[src/gex_defs.svh]
// gex_defs.svh: constants of the gpio expander target front end.
// assumes: included by bare name from the package and the top module.
`ifndef GEX_DEFS_SVH
`define GEX_DEFS_SVH

// register groups, taken from command index bits [3:1]
`define GEX_GRP_INPUT    3'h0
`define GEX_GRP_INVERT   3'h1
`define GEX_GRP_HOLD     3'h2
`define GEX_GRP_PULL     3'h3
`define GEX_GRP_DIR      3'h4
`define GEX_GRP_OUT      3'h5
`define GEX_GRP_MASK     3'h6
`define GEX_GRP_STATUS   3'h7

// command pointer layout and reset value
`define GEX_CMD_RST      8'h00
`define GEX_CMD_AI_BIT   7
`define GEX_CMD_RSV_HI   6
`define GEX_CMD_RSV_LO   4
`define GEX_CMD_RSV_OK   3'h0

// per-bank reset values; direction 1 = input
`define GEX_INVERT_RST   8'h00
`define GEX_HOLD_RST     8'h00
`define GEX_PULL_RST     8'h00
`define GEX_DIR_RST      8'hff
`define GEX_OUT_RST      8'h00
`define GEX_MASK_RST     8'hff
`define GEX_STATUS_RST   8'h00

// serial byte framing
`define GEX_BYTE_BITS    4'h8
`define GEX_LAST_TX_BIT  4'h7

`endif

[src/gex_pkg.sv]
// gex_pkg.sv: types shared by the expander front end.
// assumes: nothing beyond the constants header.
`include "gex_defs.svh"

package gex_pkg;

    // serial engine states
    typedef enum logic [2:0] {
        ST_IDLE,
        ST_ADDR,
        ST_CMD,
        ST_WDATA,
        ST_ACK,
        ST_RDATA,
        ST_RACK
    } gex_state_t;

    typedef logic [7:0] gex_byte_t;

endpackage : gex_pkg

[src/gex_sync.sv]
// gex_sync.sv: three-flop input synchroniser with agreement filter.
// assumes: d comes from outside the CLK_SYS domain.
`timescale 1ns/1ps
`default_nettype none

module gex_sync #(
    parameter int              WIDTH = 1
) (
    // clock and reset
    input  wire logic             clk,
    input  wire logic             rst_n,
    // asynchronous input and filtered result
    input  wire logic [WIDTH-1:0] d,
    output logic      [WIDTH-1:0] q
);

    logic [WIDTH-1:0] s1;
    logic [WIDTH-1:0] s2;
    logic [WIDTH-1:0] s3;

    // s1 feeds s2 only; a level counts once s2 and s3 agree
    // chain keeps sampling in reset so q leaves it at the real level
    // and no false edge follows release; needs reset >= 4 clocks
    always_ff @(posedge clk) begin
        if (!rst_n) begin
            s1 <= d;
            s2 <= s1;
            s3 <= s2;
            q  <= s3;
        end else begin
            s1 <= d;
            s2 <= s1;
            s3 <= s2;
            q  <= (s2 & s3) | (q & (s2 ^ s3)); // hold on disagreement
        end
    end

endmodule : gex_sync
`default_nettype wire

[src/gex_top.sv]
// gex_top.sv: i2c target front end and two 8-pin gpio banks.
// assumes: SCL, SDA and pins are oversampled by CLK_SYS (100 MHz) with
// the bus clock far slower; pads resolve open-drain and pull levels.
`timescale 1ns/1ps
`default_nettype none
`include "gex_defs.svh"

module gex_top #(
    parameter bit        VARIANT_28PIN = 1'b0,
    parameter logic [6:0] FIXED_ADDR   = 7'h20,
    parameter logic [2:0] ADDR_HI      = 3'h2,
    parameter int        BANK_PINS     = 8
) (
    // clock and reset
    input  wire logic       CLK_SYS,
    input  wire logic       NRST,
    // serial bus
    input  wire logic       SCL,
    input  wire logic       SDA_I,
    output logic            SDA_O,
    output logic            SDA_OE,
    // address select pins
    input  wire logic       ADDR_SELECT_PIN_0,
    input  wire logic       ADDR_SELECT_PIN_1,
    input  wire logic       ADDR_SELECT_PIN_2,
    input  wire logic       ADDR_SELECT_PIN_3,
    // bank 0 pads
    input  wire logic [7:0] BANK0_PIN_I,
    output logic      [7:0] BANK0_PIN_O,
    output logic      [7:0] BANK0_PIN_OE,
    output logic      [7:0] BANK0_HOLD_EN,
    output logic      [7:0] BANK0_HOLD_VAL,
    output logic      [7:0] BANK0_PULL_EN,
    output logic      [7:0] BANK0_PULL_UP,
    // bank 1 pads
    input  wire logic [7:0] BANK1_PIN_I,
    output logic      [7:0] BANK1_PIN_O,
    output logic      [7:0] BANK1_PIN_OE,
    output logic      [7:0] BANK1_HOLD_EN,
    output logic      [7:0] BANK1_HOLD_VAL,
    output logic      [7:0] BANK1_PULL_EN,
    output logic      [7:0] BANK1_PULL_UP,
    // interrupt pad, open drain
    output logic            INT_O,
    output logic            INT_OE
);

    // byte-wide register logic cannot serve other bank widths
    if (BANK_PINS != 8) begin : g_bad_width
        $error("gex_top: BANK_PINS must be 8");
    end

    // synchronised inputs
    logic [21:0]                sync_q;
    logic                       scl_f;
    logic                       sda_f;
    logic [3:0]                 addr_pins;
    logic [7:0]                 pin_in [0:1];

    // edge detection state
    logic                       scl_q;
    logic                       sda_q;
    logic                       scl_rise;
    logic                       scl_fall;
    logic                       start_det;
    logic                       stop_det;

    // serial engine
    gex_pkg::gex_state_t        state;
    gex_pkg::gex_state_t        nxt_state;
    logic [3:0]                 bit_cnt;
    gex_pkg::gex_byte_t         rx_sh;
    gex_pkg::gex_byte_t         tx_sh;
    gex_pkg::gex_byte_t         command_pointer_reg;
    logic                       sda_oe_reg;
    gex_pkg::gex_byte_t         rd_cur;
    logic                       m_ack;
    logic [6:0]                 dev_addr;
    logic                       cmd_ok;

    // register access strobes
    logic                       wr_stb;
    logic [3:0]                 wr_idx;
    gex_pkg::gex_byte_t         wr_data;
    logic                       rd_stb;
    logic [3:0]                 rd_idx;

    // port registers, index 0 = bank 0
    logic [7:0]                 inv_reg    [0:1];
    logic [7:0]                 hold_reg   [0:1];
    logic [7:0]                 pull_reg   [0:1];
    logic [7:0]                 dir_reg    [0:1];
    logic [7:0]                 out_reg    [0:1];
    logic [7:0]                 mask_reg   [0:1];
    logic [7:0]                 status_reg [0:1];
    logic [7:0]                 in_prev    [0:1];
    logic [1:0]                 int_pend;

    // all off-domain inputs pass one filtered synchroniser
    gex_sync #(
        .WIDTH (22)
    ) u_sync (
        .clk   (CLK_SYS),
        .rst_n (NRST),
        .d     ({SCL, SDA_I, ADDR_SELECT_PIN_3, ADDR_SELECT_PIN_2,
                 ADDR_SELECT_PIN_1, ADDR_SELECT_PIN_0,
                 BANK1_PIN_I, BANK0_PIN_I}),
        .q     (sync_q)
    );

    // unpack synchronised inputs
    assign scl_f     = sync_q[21];
    assign sda_f     = sync_q[20];
    assign addr_pins = sync_q[19:16];
    assign pin_in[1] = sync_q[15:8];
    assign pin_in[0] = sync_q[7:0];

    // previous bus levels for edge and condition detection
    always_ff @(posedge CLK_SYS) begin
        if (!NRST) begin
            scl_q <= 1'b1;
            sda_q <= 1'b1;
        end else begin
            scl_q <= scl_f;
            sda_q <= sda_f;
        end
    end

    // bus events; start and stop only while clock is high
    assign scl_rise  = scl_f & ~scl_q;
    assign scl_fall  = ~scl_f & scl_q;
    assign start_det = scl_f & scl_q & sda_q & ~sda_f;
    assign stop_det  = scl_f & scl_q & ~sda_q & sda_f;

    // target address: fixed, or upper bits plus four strap pins
    assign dev_addr = VARIANT_28PIN ? {ADDR_HI, addr_pins}
                                    : FIXED_ADDR;

    // only codes with zero reserved bits are accepted
    assign cmd_ok = (rx_sh[`GEX_CMD_RSV_HI:`GEX_CMD_RSV_LO]
                     == `GEX_CMD_RSV_OK);

    // pointer after one data byte; four-bit index wraps by itself
    function automatic gex_pkg::gex_byte_t ptr_next(
        input gex_pkg::gex_byte_t p
    );
        if (p[`GEX_CMD_AI_BIT]) begin
            ptr_next = {p[7:4], p[3:0] + 4'h1};
        end else begin
            ptr_next = p;
        end
    endfunction : ptr_next

    // read value of one indexed register
    function automatic gex_pkg::gex_byte_t rd_byte(input logic [3:0] idx);
        case (idx[3:1])
            `GEX_GRP_INPUT:  rd_byte = pin_in[idx[0]] ^ inv_reg[idx[0]];
            `GEX_GRP_INVERT: rd_byte = inv_reg[idx[0]];
            `GEX_GRP_HOLD:   rd_byte = hold_reg[idx[0]];
            `GEX_GRP_PULL:   rd_byte = pull_reg[idx[0]];
            `GEX_GRP_DIR:    rd_byte = dir_reg[idx[0]];
            `GEX_GRP_OUT:    rd_byte = out_reg[idx[0]];
            `GEX_GRP_MASK:   rd_byte = mask_reg[idx[0]];
            default:         rd_byte = status_reg[idx[0]];
        endcase
    endfunction : rd_byte

    // byte a read would load now; one copy keeps bit 7 and byte aligned
    always_comb begin
        rd_cur = rd_byte(command_pointer_reg[3:0]);
    end

    // serial engine: bits taken on scl rise, sda changed on scl fall
    always_ff @(posedge CLK_SYS) begin
        wr_stb <= 1'b0;
        rd_stb <= 1'b0;
        if (!NRST) begin
            state               <= gex_pkg::ST_IDLE;
            nxt_state           <= gex_pkg::ST_IDLE;
            bit_cnt             <= 4'h0;
            rx_sh               <= 8'h00;
            tx_sh               <= 8'h00;
            command_pointer_reg <= `GEX_CMD_RST;
            sda_oe_reg          <= 1'b0;
            m_ack               <= 1'b0;
            wr_idx              <= 4'h0;
            wr_data             <= 8'h00;
            rd_idx              <= 4'h0;
        end else if (start_det) begin
            // a repeated start keeps the pointer for the read phase
            state      <= gex_pkg::ST_ADDR;
            bit_cnt    <= 4'h0;
            sda_oe_reg <= 1'b0;
        end else if (stop_det) begin
            state      <= gex_pkg::ST_IDLE;
            sda_oe_reg <= 1'b0;
        end else begin
            case (state)
                gex_pkg::ST_ADDR,
                gex_pkg::ST_CMD,
                gex_pkg::ST_WDATA: begin
                    if (scl_rise && bit_cnt != `GEX_BYTE_BITS) begin
                        rx_sh   <= {rx_sh[6:0], sda_f};
                        bit_cnt <= bit_cnt + 4'h1;
                    end else if (scl_fall && bit_cnt == `GEX_BYTE_BITS) begin
                        bit_cnt <= 4'h0;
                        if (state == gex_pkg::ST_ADDR) begin
                            if (rx_sh[7:1] == dev_addr) begin
                                sda_oe_reg <= 1'b1;
                                state      <= gex_pkg::ST_ACK;
                                nxt_state  <= rx_sh[0] ? gex_pkg::ST_RDATA
                                                       : gex_pkg::ST_CMD;
                            end else begin
                                state <= gex_pkg::ST_IDLE;
                            end
                        end else if (state == gex_pkg::ST_CMD) begin
                            if (cmd_ok) begin
                                command_pointer_reg <= rx_sh;
                                sda_oe_reg          <= 1'b1;
                                state               <= gex_pkg::ST_ACK;
                                nxt_state           <= gex_pkg::ST_WDATA;
                            end else begin
                                state <= gex_pkg::ST_IDLE;
                            end
                        end else begin
                            // every data byte is acked, even to read-only
                            wr_stb              <= 1'b1;
                            wr_idx              <= command_pointer_reg[3:0];
                            wr_data             <= rx_sh;
                            command_pointer_reg <= ptr_next(command_pointer_reg);
                            sda_oe_reg          <= 1'b1;
                            state               <= gex_pkg::ST_ACK;
                            nxt_state           <= gex_pkg::ST_WDATA;
                        end
                    end
                end
                gex_pkg::ST_ACK: begin
                    if (scl_fall) begin
                        state <= nxt_state;
                        if (nxt_state == gex_pkg::ST_RDATA) begin
                            tx_sh      <= rd_cur;
                            sda_oe_reg <= ~rd_cur[7];
                            rd_stb     <= 1'b1;
                            rd_idx     <= command_pointer_reg[3:0];
                        end else begin
                            sda_oe_reg <= 1'b0;
                        end
                    end
                end
                gex_pkg::ST_RDATA: begin
                    if (scl_fall) begin
                        if (bit_cnt == `GEX_LAST_TX_BIT) begin
                            bit_cnt             <= 4'h0;
                            sda_oe_reg          <= 1'b0;
                            command_pointer_reg <= ptr_next(command_pointer_reg);
                            m_ack               <= 1'b0;
                            state               <= gex_pkg::ST_RACK;
                        end else begin
                            tx_sh      <= {tx_sh[6:0], 1'b0};
                            sda_oe_reg <= ~tx_sh[6];
                            bit_cnt    <= bit_cnt + 4'h1;
                        end
                    end
                end
                gex_pkg::ST_RACK: begin
                    if (scl_rise) begin
                        m_ack <= ~sda_f;
                    end else if (scl_fall) begin
                        if (m_ack) begin
                            tx_sh      <= rd_cur;
                            sda_oe_reg <= ~rd_cur[7];
                            rd_stb     <= 1'b1;
                            rd_idx     <= command_pointer_reg[3:0];
                            state      <= gex_pkg::ST_RDATA;
                        end else begin
                            state <= gex_pkg::ST_IDLE; // released until stop
                        end
                    end
                end
                default: begin
                    sda_oe_reg <= 1'b0;
                end
            endcase
        end
    end

    // writable port registers; input and status groups drop writes
    always_ff @(posedge CLK_SYS) begin
        if (!NRST) begin
            for (int b = 0; b < 2; b++) begin
                inv_reg[b]  <= `GEX_INVERT_RST;
                hold_reg[b] <= `GEX_HOLD_RST;
                pull_reg[b] <= `GEX_PULL_RST;
                dir_reg[b]  <= `GEX_DIR_RST;
                out_reg[b]  <= `GEX_OUT_RST;
                mask_reg[b] <= `GEX_MASK_RST;
            end
        end else if (wr_stb) begin
            case (wr_idx[3:1])
                `GEX_GRP_INVERT: inv_reg[wr_idx[0]]  <= wr_data;
                `GEX_GRP_HOLD:   hold_reg[wr_idx[0]] <= wr_data;
                `GEX_GRP_PULL:   pull_reg[wr_idx[0]] <= wr_data;
                `GEX_GRP_DIR:    dir_reg[wr_idx[0]]  <= wr_data;
                `GEX_GRP_OUT:    out_reg[wr_idx[0]]  <= wr_data;
                `GEX_GRP_MASK:   mask_reg[wr_idx[0]] <= wr_data;
                default: begin
                    // read-only target: byte is discarded
                end
            endcase
        end
    end

    // change flags on input pins; a new change beats a read clear
    always_ff @(posedge CLK_SYS) begin
        if (!NRST) begin
            for (int b = 0; b < 2; b++) begin
                status_reg[b] <= `GEX_STATUS_RST;
                in_prev[b]    <= pin_in[b]; // no false change at release
            end
        end else begin
            for (int b = 0; b < 2; b++) begin
                in_prev[b] <= pin_in[b];
                if (rd_stb && rd_idx == {`GEX_GRP_STATUS, b[0]}) begin
                    // clear only what was just loaded for the reader
                    status_reg[b] <= (status_reg[b] & ~tx_sh)
                                   | ((pin_in[b] ^ in_prev[b]) & dir_reg[b]);
                end else begin
                    status_reg[b] <= status_reg[b]
                                   | ((pin_in[b] ^ in_prev[b]) & dir_reg[b]);
                end
            end
        end
    end

    // unmasked pending flags per bank
    assign int_pend[0] = |(status_reg[0] & ~mask_reg[0]);
    assign int_pend[1] = |(status_reg[1] & ~mask_reg[1]);

    // pad controls registered so every output comes from a flop
    always_ff @(posedge CLK_SYS) begin
        if (!NRST) begin
            SDA_O          <= 1'b0;
            SDA_OE         <= 1'b0;
            INT_O          <= 1'b0;
            INT_OE         <= 1'b0;
            BANK0_PIN_O    <= `GEX_OUT_RST;
            BANK0_PIN_OE   <= ~`GEX_DIR_RST;
            BANK0_HOLD_EN  <= 8'h00;
            BANK0_HOLD_VAL <= 8'h00;
            BANK0_PULL_EN  <= ~`GEX_HOLD_RST;
            BANK0_PULL_UP  <= `GEX_PULL_RST;
            BANK1_PIN_O    <= `GEX_OUT_RST;
            BANK1_PIN_OE   <= ~`GEX_DIR_RST;
            BANK1_HOLD_EN  <= 8'h00;
            BANK1_HOLD_VAL <= 8'h00;
            BANK1_PULL_EN  <= ~`GEX_HOLD_RST;
            BANK1_PULL_UP  <= `GEX_PULL_RST;
        end else begin
            // open drain: data low, enable carries the level
            SDA_O          <= 1'b0;
            SDA_OE         <= sda_oe_reg;
            INT_O          <= 1'b0;
            INT_OE         <= |int_pend;
            BANK0_PIN_O    <= out_reg[0];
            BANK0_PIN_OE   <= ~dir_reg[0];
            // keeper only on undriven inputs; it repeats the last level
            BANK0_HOLD_EN  <= hold_reg[0] & dir_reg[0];
            BANK0_HOLD_VAL <= pin_in[0];
            BANK0_PULL_EN  <= ~hold_reg[0];
            BANK0_PULL_UP  <= pull_reg[0];
            BANK1_PIN_O    <= out_reg[1];
            BANK1_PIN_OE   <= ~dir_reg[1];
            BANK1_HOLD_EN  <= hold_reg[1] & dir_reg[1];
            BANK1_HOLD_VAL <= pin_in[1];
            BANK1_PULL_EN  <= ~hold_reg[1];
            BANK1_PULL_UP  <= pull_reg[1];
        end
    end

endmodule : gex_top
`default_nettype wire

[config.mk]
export PLATFORM = sky130hd
export DESIGN_NAME = gex_top
export DESIGN_NICKNAME = d
export VERILOG_FILES = /design/src/gex_pkg.sv /design/src/gex_sync.sv /design/src/gex_top.sv
export VERILOG_INCLUDE_DIRS = /design/src
export SDC_FILE = /design/constraint.sdc
export NUM_CORES = 1
export LEC_CHECK = 0
export BUFFER_PORTS_ARGS = -buffer_cell sky130_fd_sc_hd__buf_2
export CORE_MARGIN = 2
export CORE_UTILIZATION = 59
export DETAILED_ROUTE_END_ITERATION = 10
export GPL_ROUTABILITY_DRIVEN = 0
export PLACE_DENSITY = 0.79
export SLEW_MARGIN = 15
export SYNTH_ARGS = -nofsm -noshare
export SYNTH_HDL_FRONTEND = slang
export SYNTH_SLANG_ARGS = --single-unit
export TNS_END_PERCENT = 5
[constraint.sdc]
create_clock -name CLK_SYS -period 2.2 [get_ports CLK_SYS]
set_input_delay 0 -clock CLK_SYS [delete_from_list [all_inputs] [get_ports CLK_SYS]]
set_output_delay 0 -clock CLK_SYS [all_outputs]
set_load 0.02 [all_outputs]
== Yosys cells after proc, flatten, opt, wreduce, memory -nomap -nowiden ==
Memory sizes are Yosys's and may differ from the RTL's. A register that Yosys moved wholly into a read port is not among the register bits.
Index checks and enable logic that the tools add are counted.
Cells by class
  reductions and logical operators: 38
  magnitude comparators: 1
  bitwise operators: 54
  add/subtract/negate cells: 2
  divide/modulo/power cells: 0
  muxes and demuxes: 154
  multiply operators: 0
  shifts and indexed selects: 0
  equal/unequal tests: 50
Operators by type and width (count)
  $mux 8: 30
  $mux 1: 88
  $and 8x8->8: 8
  $not 8->8: 7
  $pmux 8 s7: 1
  $mux 3: 17
  $reduce_or 8->1: 6
  $and 22x22->22: 2
  $mux 4: 9
  $ne 4x4->1 const B: 9
  $or 8x8->8: 4
  $eq 3x3->1 const B: 10
  $ne 2x2->1 const B: 12
  $pmux 8 s3: 1
  $reduce_and 8->1: 3
  $xor 8x8->8: 3
  $mux 22: 1
  $or 22x22->22: 1
  $xor 22x22->22: 1
  $eq 3x2->1 const B: 6
  $reduce_and 9->1: 2
  $pmux 4 s2: 2
  $pmux 8 s2: 1
  $reduce_or 16->1: 1
  other kinds (29): 74
Storage, ports and cells
  bits of input ports: 24
  word-level logic and storage cells: 337
  ROM bits: 0
  output and inout port bits: 100
  register bits: 210
  bits in writable memories: 128
  memories: 8
  bits in latches: 0
Memories
  dir_reg: words 2, bits a word 8, rd ports 3, clocked after memory_dff 1, write ports 2, line gex_top.sv:92  | logic [7:0] dir_reg [0:1];
  hold_reg: words 2, bits a word 8, rd ports 3, clocked after memory_dff 1, write ports 2, line gex_top.sv:90  | logic [7:0] hold_reg [0:1];
  in_prev: words 2, bits a word 8, rd ports 2, clocked after memory_dff 0, write ports 2, line gex_top.sv:96  | logic [7:0] in_prev [0:1];
  inv_reg: words 2, bits a word 8, rd ports 1, clocked after memory_dff 1, write ports 2, line gex_top.sv:89  | logic [7:0] inv_reg [0:1];
  mask_reg: words 2, bits a word 8, rd ports 3, clocked after memory_dff 1, write ports 2, line gex_top.sv:94  | logic [7:0] mask_reg [0:1];
  out_reg: words 2, bits a word 8, rd ports 3, clocked after memory_dff 3, write ports 2, line gex_top.sv:93  | logic [7:0] out_reg [0:1];
  +2 memories

== Logic depth before layout (Yosys ltp) ==
  depth after elaboration: 11
  mapped depth: 8
  depth with buffers taken out: 7

== By module ==
A second synthesis with hierarchy kept.
Unflattened totals
  cell total of the unflattened synthesis: 1204
  area total of the unflattened synthesis: 13815.8 µm²
By module, submodules not included
  gex_top: times used 1, area each 11405.9 µm², cells an instance 1023, sequential area each 6726.5 µm²
  gex_sync: times used 1, area each 2409.8 µm², cells an instance 181, sequential area each 1761.7 µm²

== Worst setup path after synthesis ==
Ideal clock, no wire load.
  kind: register -> register
  from: register wr_idx[0]
  to: memory dir_reg[1][0] (enable)
  data required time: 1.865 ns
  period minus slack after synthesis: 1.859 ns
  data arrival time: 1.524 ns
  slack: 0.341 ns
  setup time: 0.335 ns
  path buffers: 0
  cell stages (with the launch flop): 4
  cells stage by stage: dfxtp_1 > nand2_1 > nor4_1 > nand2b_1
RTL lines
  start, declared: line gex_top.sv:83  | logic [3:0] wr_idx;
  start signal, assigned: line gex_top.sv:228  | wr_idx <= command_pointer_reg[3:0];
  end, declared: line gex_top.sv:92

== Final worst setup path ==
  from: register state[2]
  to: register tx_sh[5]
Between the ends
  longest elaborated chain between the ends: 3
  elaborated cells between the ends (all ways): 13
  classes of those cells: 10 x eq/ne; 1 x mux; 2 x reduce/logical
Ends and longest elaborated chain
  start, declared: line gex_top.sv:69  | gex_pkg::gex_state_t state;
  start signal, assigned: line gex_top.sv:178  | state <= gex_pkg::ST_IDLE;
  start signal, assigned: line gex_top.sv:191  | state <= gex_pkg::ST_ADDR;
  start signal, assigned: line gex_top.sv:195  | state <= gex_pkg::ST_IDLE;
  $eq 3x3->1: line gex_top.sv:198  | case (state)
  $ne 2x2->1 (no line) / $reduce_bool 3->1 (equally long branches)
  $reduce_and 10->1 (no line)
  end signal, assigned: line gex_top.sv:241  | tx_sh <= rd_cur;
  end signal, assigned: line gex_top.sv:259  | tx_sh <= {tx_sh[6:0], 1'b0};
  end signal, assigned: line gex_top.sv:270  | tx_sh <= rd_cur;
  end, declared: line gex_top.sv:73  | gex_pkg::gex_byte_t tx_sh;
Several ways; a longest one is shown, not always the timed one.
A chain may end at the register's enable or synchronous reset.

==> impl_metrics.csv <==
group,metric,value,unit
global_routing,grt_pass1_wl,53.3,mm
worst_setup_path,critical_path.max_fanout,14,
routing,dr.pass1.iters,5,
timing,setup_viol,0,
routing,drc,0,
timing,relSlewSlack,46.1,%
yosys,ys_types,69,
finish,nets,1432,
timing,grt_setup_unrepaired,"yes",
clocking,clkLatencyLatePin,530,ps
worst_setup_path,cp-start-kind,"register",
floorplan,core_area,0.0220,mm²
routing,drt_iter0_drc,1231,
power_and_ir_drop,power.share.clock,43.8,%
power_and_ir_drop,powerDensity,914,mW/mm²
finish,stdcell_count,1695,
worst_setup_path,cp-end-kind,"register",
floorplan,die-area,0.0238,mm²
finish,fillCellCount,1482,
min_path,worst_hold_path_type,"in -> reg",
worst_setup_path,worstPathRequired,2660,ps
global_routing,grt_max_degree,79,
yosys,syn_area,0.0133,mm²
finish,antenna_cells,0,
clocking,cts_tree,"yes",
floorplan,initial_core_util,60.7,%
run_status,status,"complete, no violations",
clocking,htreeDepth,2,
power_and_ir_drop,p_leak,6.38,nW
power_and_ir_drop,ir_drop,793,µV
finish,final_layout_size_suffix_gt1_share,19.0,%
clocking,clk_path_buf_depth,3,
yosys,ys_ff_latch,352,
yosys,synth_top_family_by_area,"simple AND/OR/NAND/NOR gates",
place,post_dp_cell_area,0.0145,mm²
routing,drt-total-wl,34.5,mm
finish,regArea,0.00817,mm²
worst_setup_path,crit_path_cell_trace,"nand3b_1 -> a221oi_2 -> o21ai_1 -> o31ai_1 -> a32o_1",
worst_setup_path,crit_family,"compound AO/OA/AOI/OAI gates",
yosys,synthFlopType,"dfxtp_1",
global_routing,grt_pass1_vias,9705,
routing,via_per_inst,5.83,
yosys,synth-adder-area-share,1.97,%
worst_setup_path,worst-setup-path-type,"reg -> reg",
yosys,synthXorXnorAreaFrac,1.71,%
timing,min_period_over_period,95.6,%
place,dp_hpwl,23.5,mm
worst_setup_path,crit_buf_inv,0,
clocking,clock-sinks,352,
floorplan,rows,54,
clocking,root_buffer,"clkbuf_16",
yosys,synth_edf_count,112,
timing,worstMarginPinSlew,807,ps
floorplan,die_h,154,µm
clocking,post_cts_buffers,0,
yosys,synthCells,1201,
clocking,cts_buffers,36,
power_and_ir_drop,p_seq_share,49.8,%
place,place_inst,1610,
yosys,seq_area_frac_synth,61.3,%
timing,min_period,2100,ps
finish,multi_input_area,0.00483,mm²
power_and_ir_drop,p_comb_share,6.4,%
timing,skew,18.4,ps
timing,fmax,476,MHz
clocking,clkSlewWorstSetupHoldPaths,60,ps
yosys,synth_compound_area_share,10.6,%
routing,ant_nets,0,
worst_setup_path,max_stage_delay,630,ps
timing,hold_violations,0,
yosys,syn_avg_cell_area,11.1,µm²
yosys,synth-simple-area-share,16.9,%
power_and_ir_drop,internal-power,11.2,mW
timing,drv_slew,0,
worst_setup_path,slowest_stage,"dfxtp_1",
power_and_ir_drop,switching_power,3.40,mW
global_routing,grt_overflow,0,
global_routing,antenna_found_initial,1,
power_and_ir_drop,switching_share,23.3,%
global_routing,grt_util_all_layers,29.2,%
place,io_buffers,117,
worst_setup_path,worstPathArrival,2570,ps
finish,postLayoutCellArea,0.0160,mm²
floorplan,die_w,154,µm
floorplan,ioPinCount,124,
finish,area_growth,19.9,%
yosys,synthMuxAreaShare,4.56,%
run,drv_cap,0,
routing,wl_per_cell,20.3,µm
yosys,yosys_warnings,0,
routing,num_vias,9883,
yosys,synthArstFlopShare,0,%
## worst reg2reg max path, delay by kind of cell, from the launching register on
kind               cells  cell delay [ps]
and+or+nand+nor        1              240
AOI/OAI and AO/OA      4             1170
DFF                    1              630
## Yosys cell counts, types with 16 or more instances
master,count,area [µm²]
mux2i_1,46,460
clkbuf_1,47,176
xor2_1,23,201
o21ai_0,33,165
dfxtp_1,240,4800
and3_1,19,119
inv_1,25,93.8
and2_1,114,713
edfxtp_1,112,3360
or3_1,17,106
nand2b_1,26,163
ha_1,21,263
nand2_1,77,289
nor2_1,94,353
o22ai_1,16,100
a21oi_1,102,510
## timing repair
action | in CTS | in global routing
resized for setup | 0 | 1
hold buffers | 19 | 0
endpoints found under the hold margin | 19 | 0
setup endpoints to repair | 0 | 3
## final cells by class
cell class	count	share of cell area, %
multi-input combinational	772	30.2
tap	280	2.19
sequential	352	51.2
clock inverter	22	1.76
timing repair buffer	199	7.91
clock buffer	44	6.10
inverter	26	0.611
## cells by family (layout without fill, tap and decap cells)
kind of cell / Yosys count / in the layout
and+or+nand+nor: 423 / 423
DFF: 352 / 352
AOI/OAI and AO/OA: 225 / 225
buffers and inverters: 93 / 291
muxes: 59 / 59
xor gates and xnor gates: 26 / 26
adders and majority gates: 21 / 21
other: 2 / 18
## routing by layer
| layer | part of all wire (%) | vias to the layer above | track usage (%) |
|---|---|---|---|
| met3 | 11 | 94 | 5.69 |
| met4 | 3.0 | 0 | 8.99 |
| li1 | - | 4578 | - |
| met1 | 39 | 4644 | 38.8 |
| met2 | 47 | 567 | 48.8 |
| met5 | 0 | - | 0 |
## power groups by stage
stage | Sequential [mW] | Clock (mW) | Combinational [mW]
after floorplan | 7.44 | 0 | 0.440
after global placement | 7.40 | 0 | 0.863
after detailed placement | 7.41 | 0 | 0.883
after CTS | 7.27 | 6.40 | 0.924
after global routing | 7.30 | 6.69 | 1.01
final | 7.27 | 6.39 | 0.939
## cell usage in the layout (no fill, tap or decap), types with 9 or more instances in the layout
master / netlist / final
or3_1: 17 / 17
edfxtp_1: 112 / 112
nor2_1: 94 / 94
mux2i_1: 46 / 46
nor3_1: 12 / 12
nand3b_1: 10 / 10
mux2_2: 13 / 13
xor2_1: 23 / 23
a21oi_1: 102 / 102
a221oi_1: 10 / 10
o21ai_0: 33 / 33
o22ai_1: 16 / 16
buf_4: 5 / 63
or2_2: 9 / 9
nand2b_1: 26 / 26
dfxtp_1: 240 / 239
conb_1: 2 / 18
dlygate4sd3_1: 0 / 19
inv_1: 25 / 25
ha_1: 21 / 21
and2_1: 114 / 114
nand2_1: 77 / 77
nand3_1: 12 / 12
buf_2: 11 / 116
and3_1: 19 / 19
clkbuf_16: 0 / 38
## worst paths after layout
kind	slack [ps]	from	to	cells after the start
max	100	state[2]	tx_sh[5]	5
min	110	BANK0_PIN_I[7]	u_sync.s1[7]	2
max reg2reg	100	state[2]	tx_sh[5]	5
min reg2reg	320	u_sync.s1[21]	u_sync.s2[21]	0
## through the flow
step	TNS, ps	power [mW]	hold WS [ps]	setup WS (ps)	util, %
6_report	0	14.6	106	97.6	72.7
3_3_place_gp	0	8.26	102	186	66.1
2_1_floorplan	0	7.88	27.7	341	-
3_5_place_dp	0	8.29	104	119	66.1
5_1_grt	-32.6	15.0	101	-18.2	72.7
4_1_cts	0	14.6	97.2	101	72.7
No activity file was read; power rests on OpenSTA's default activity.
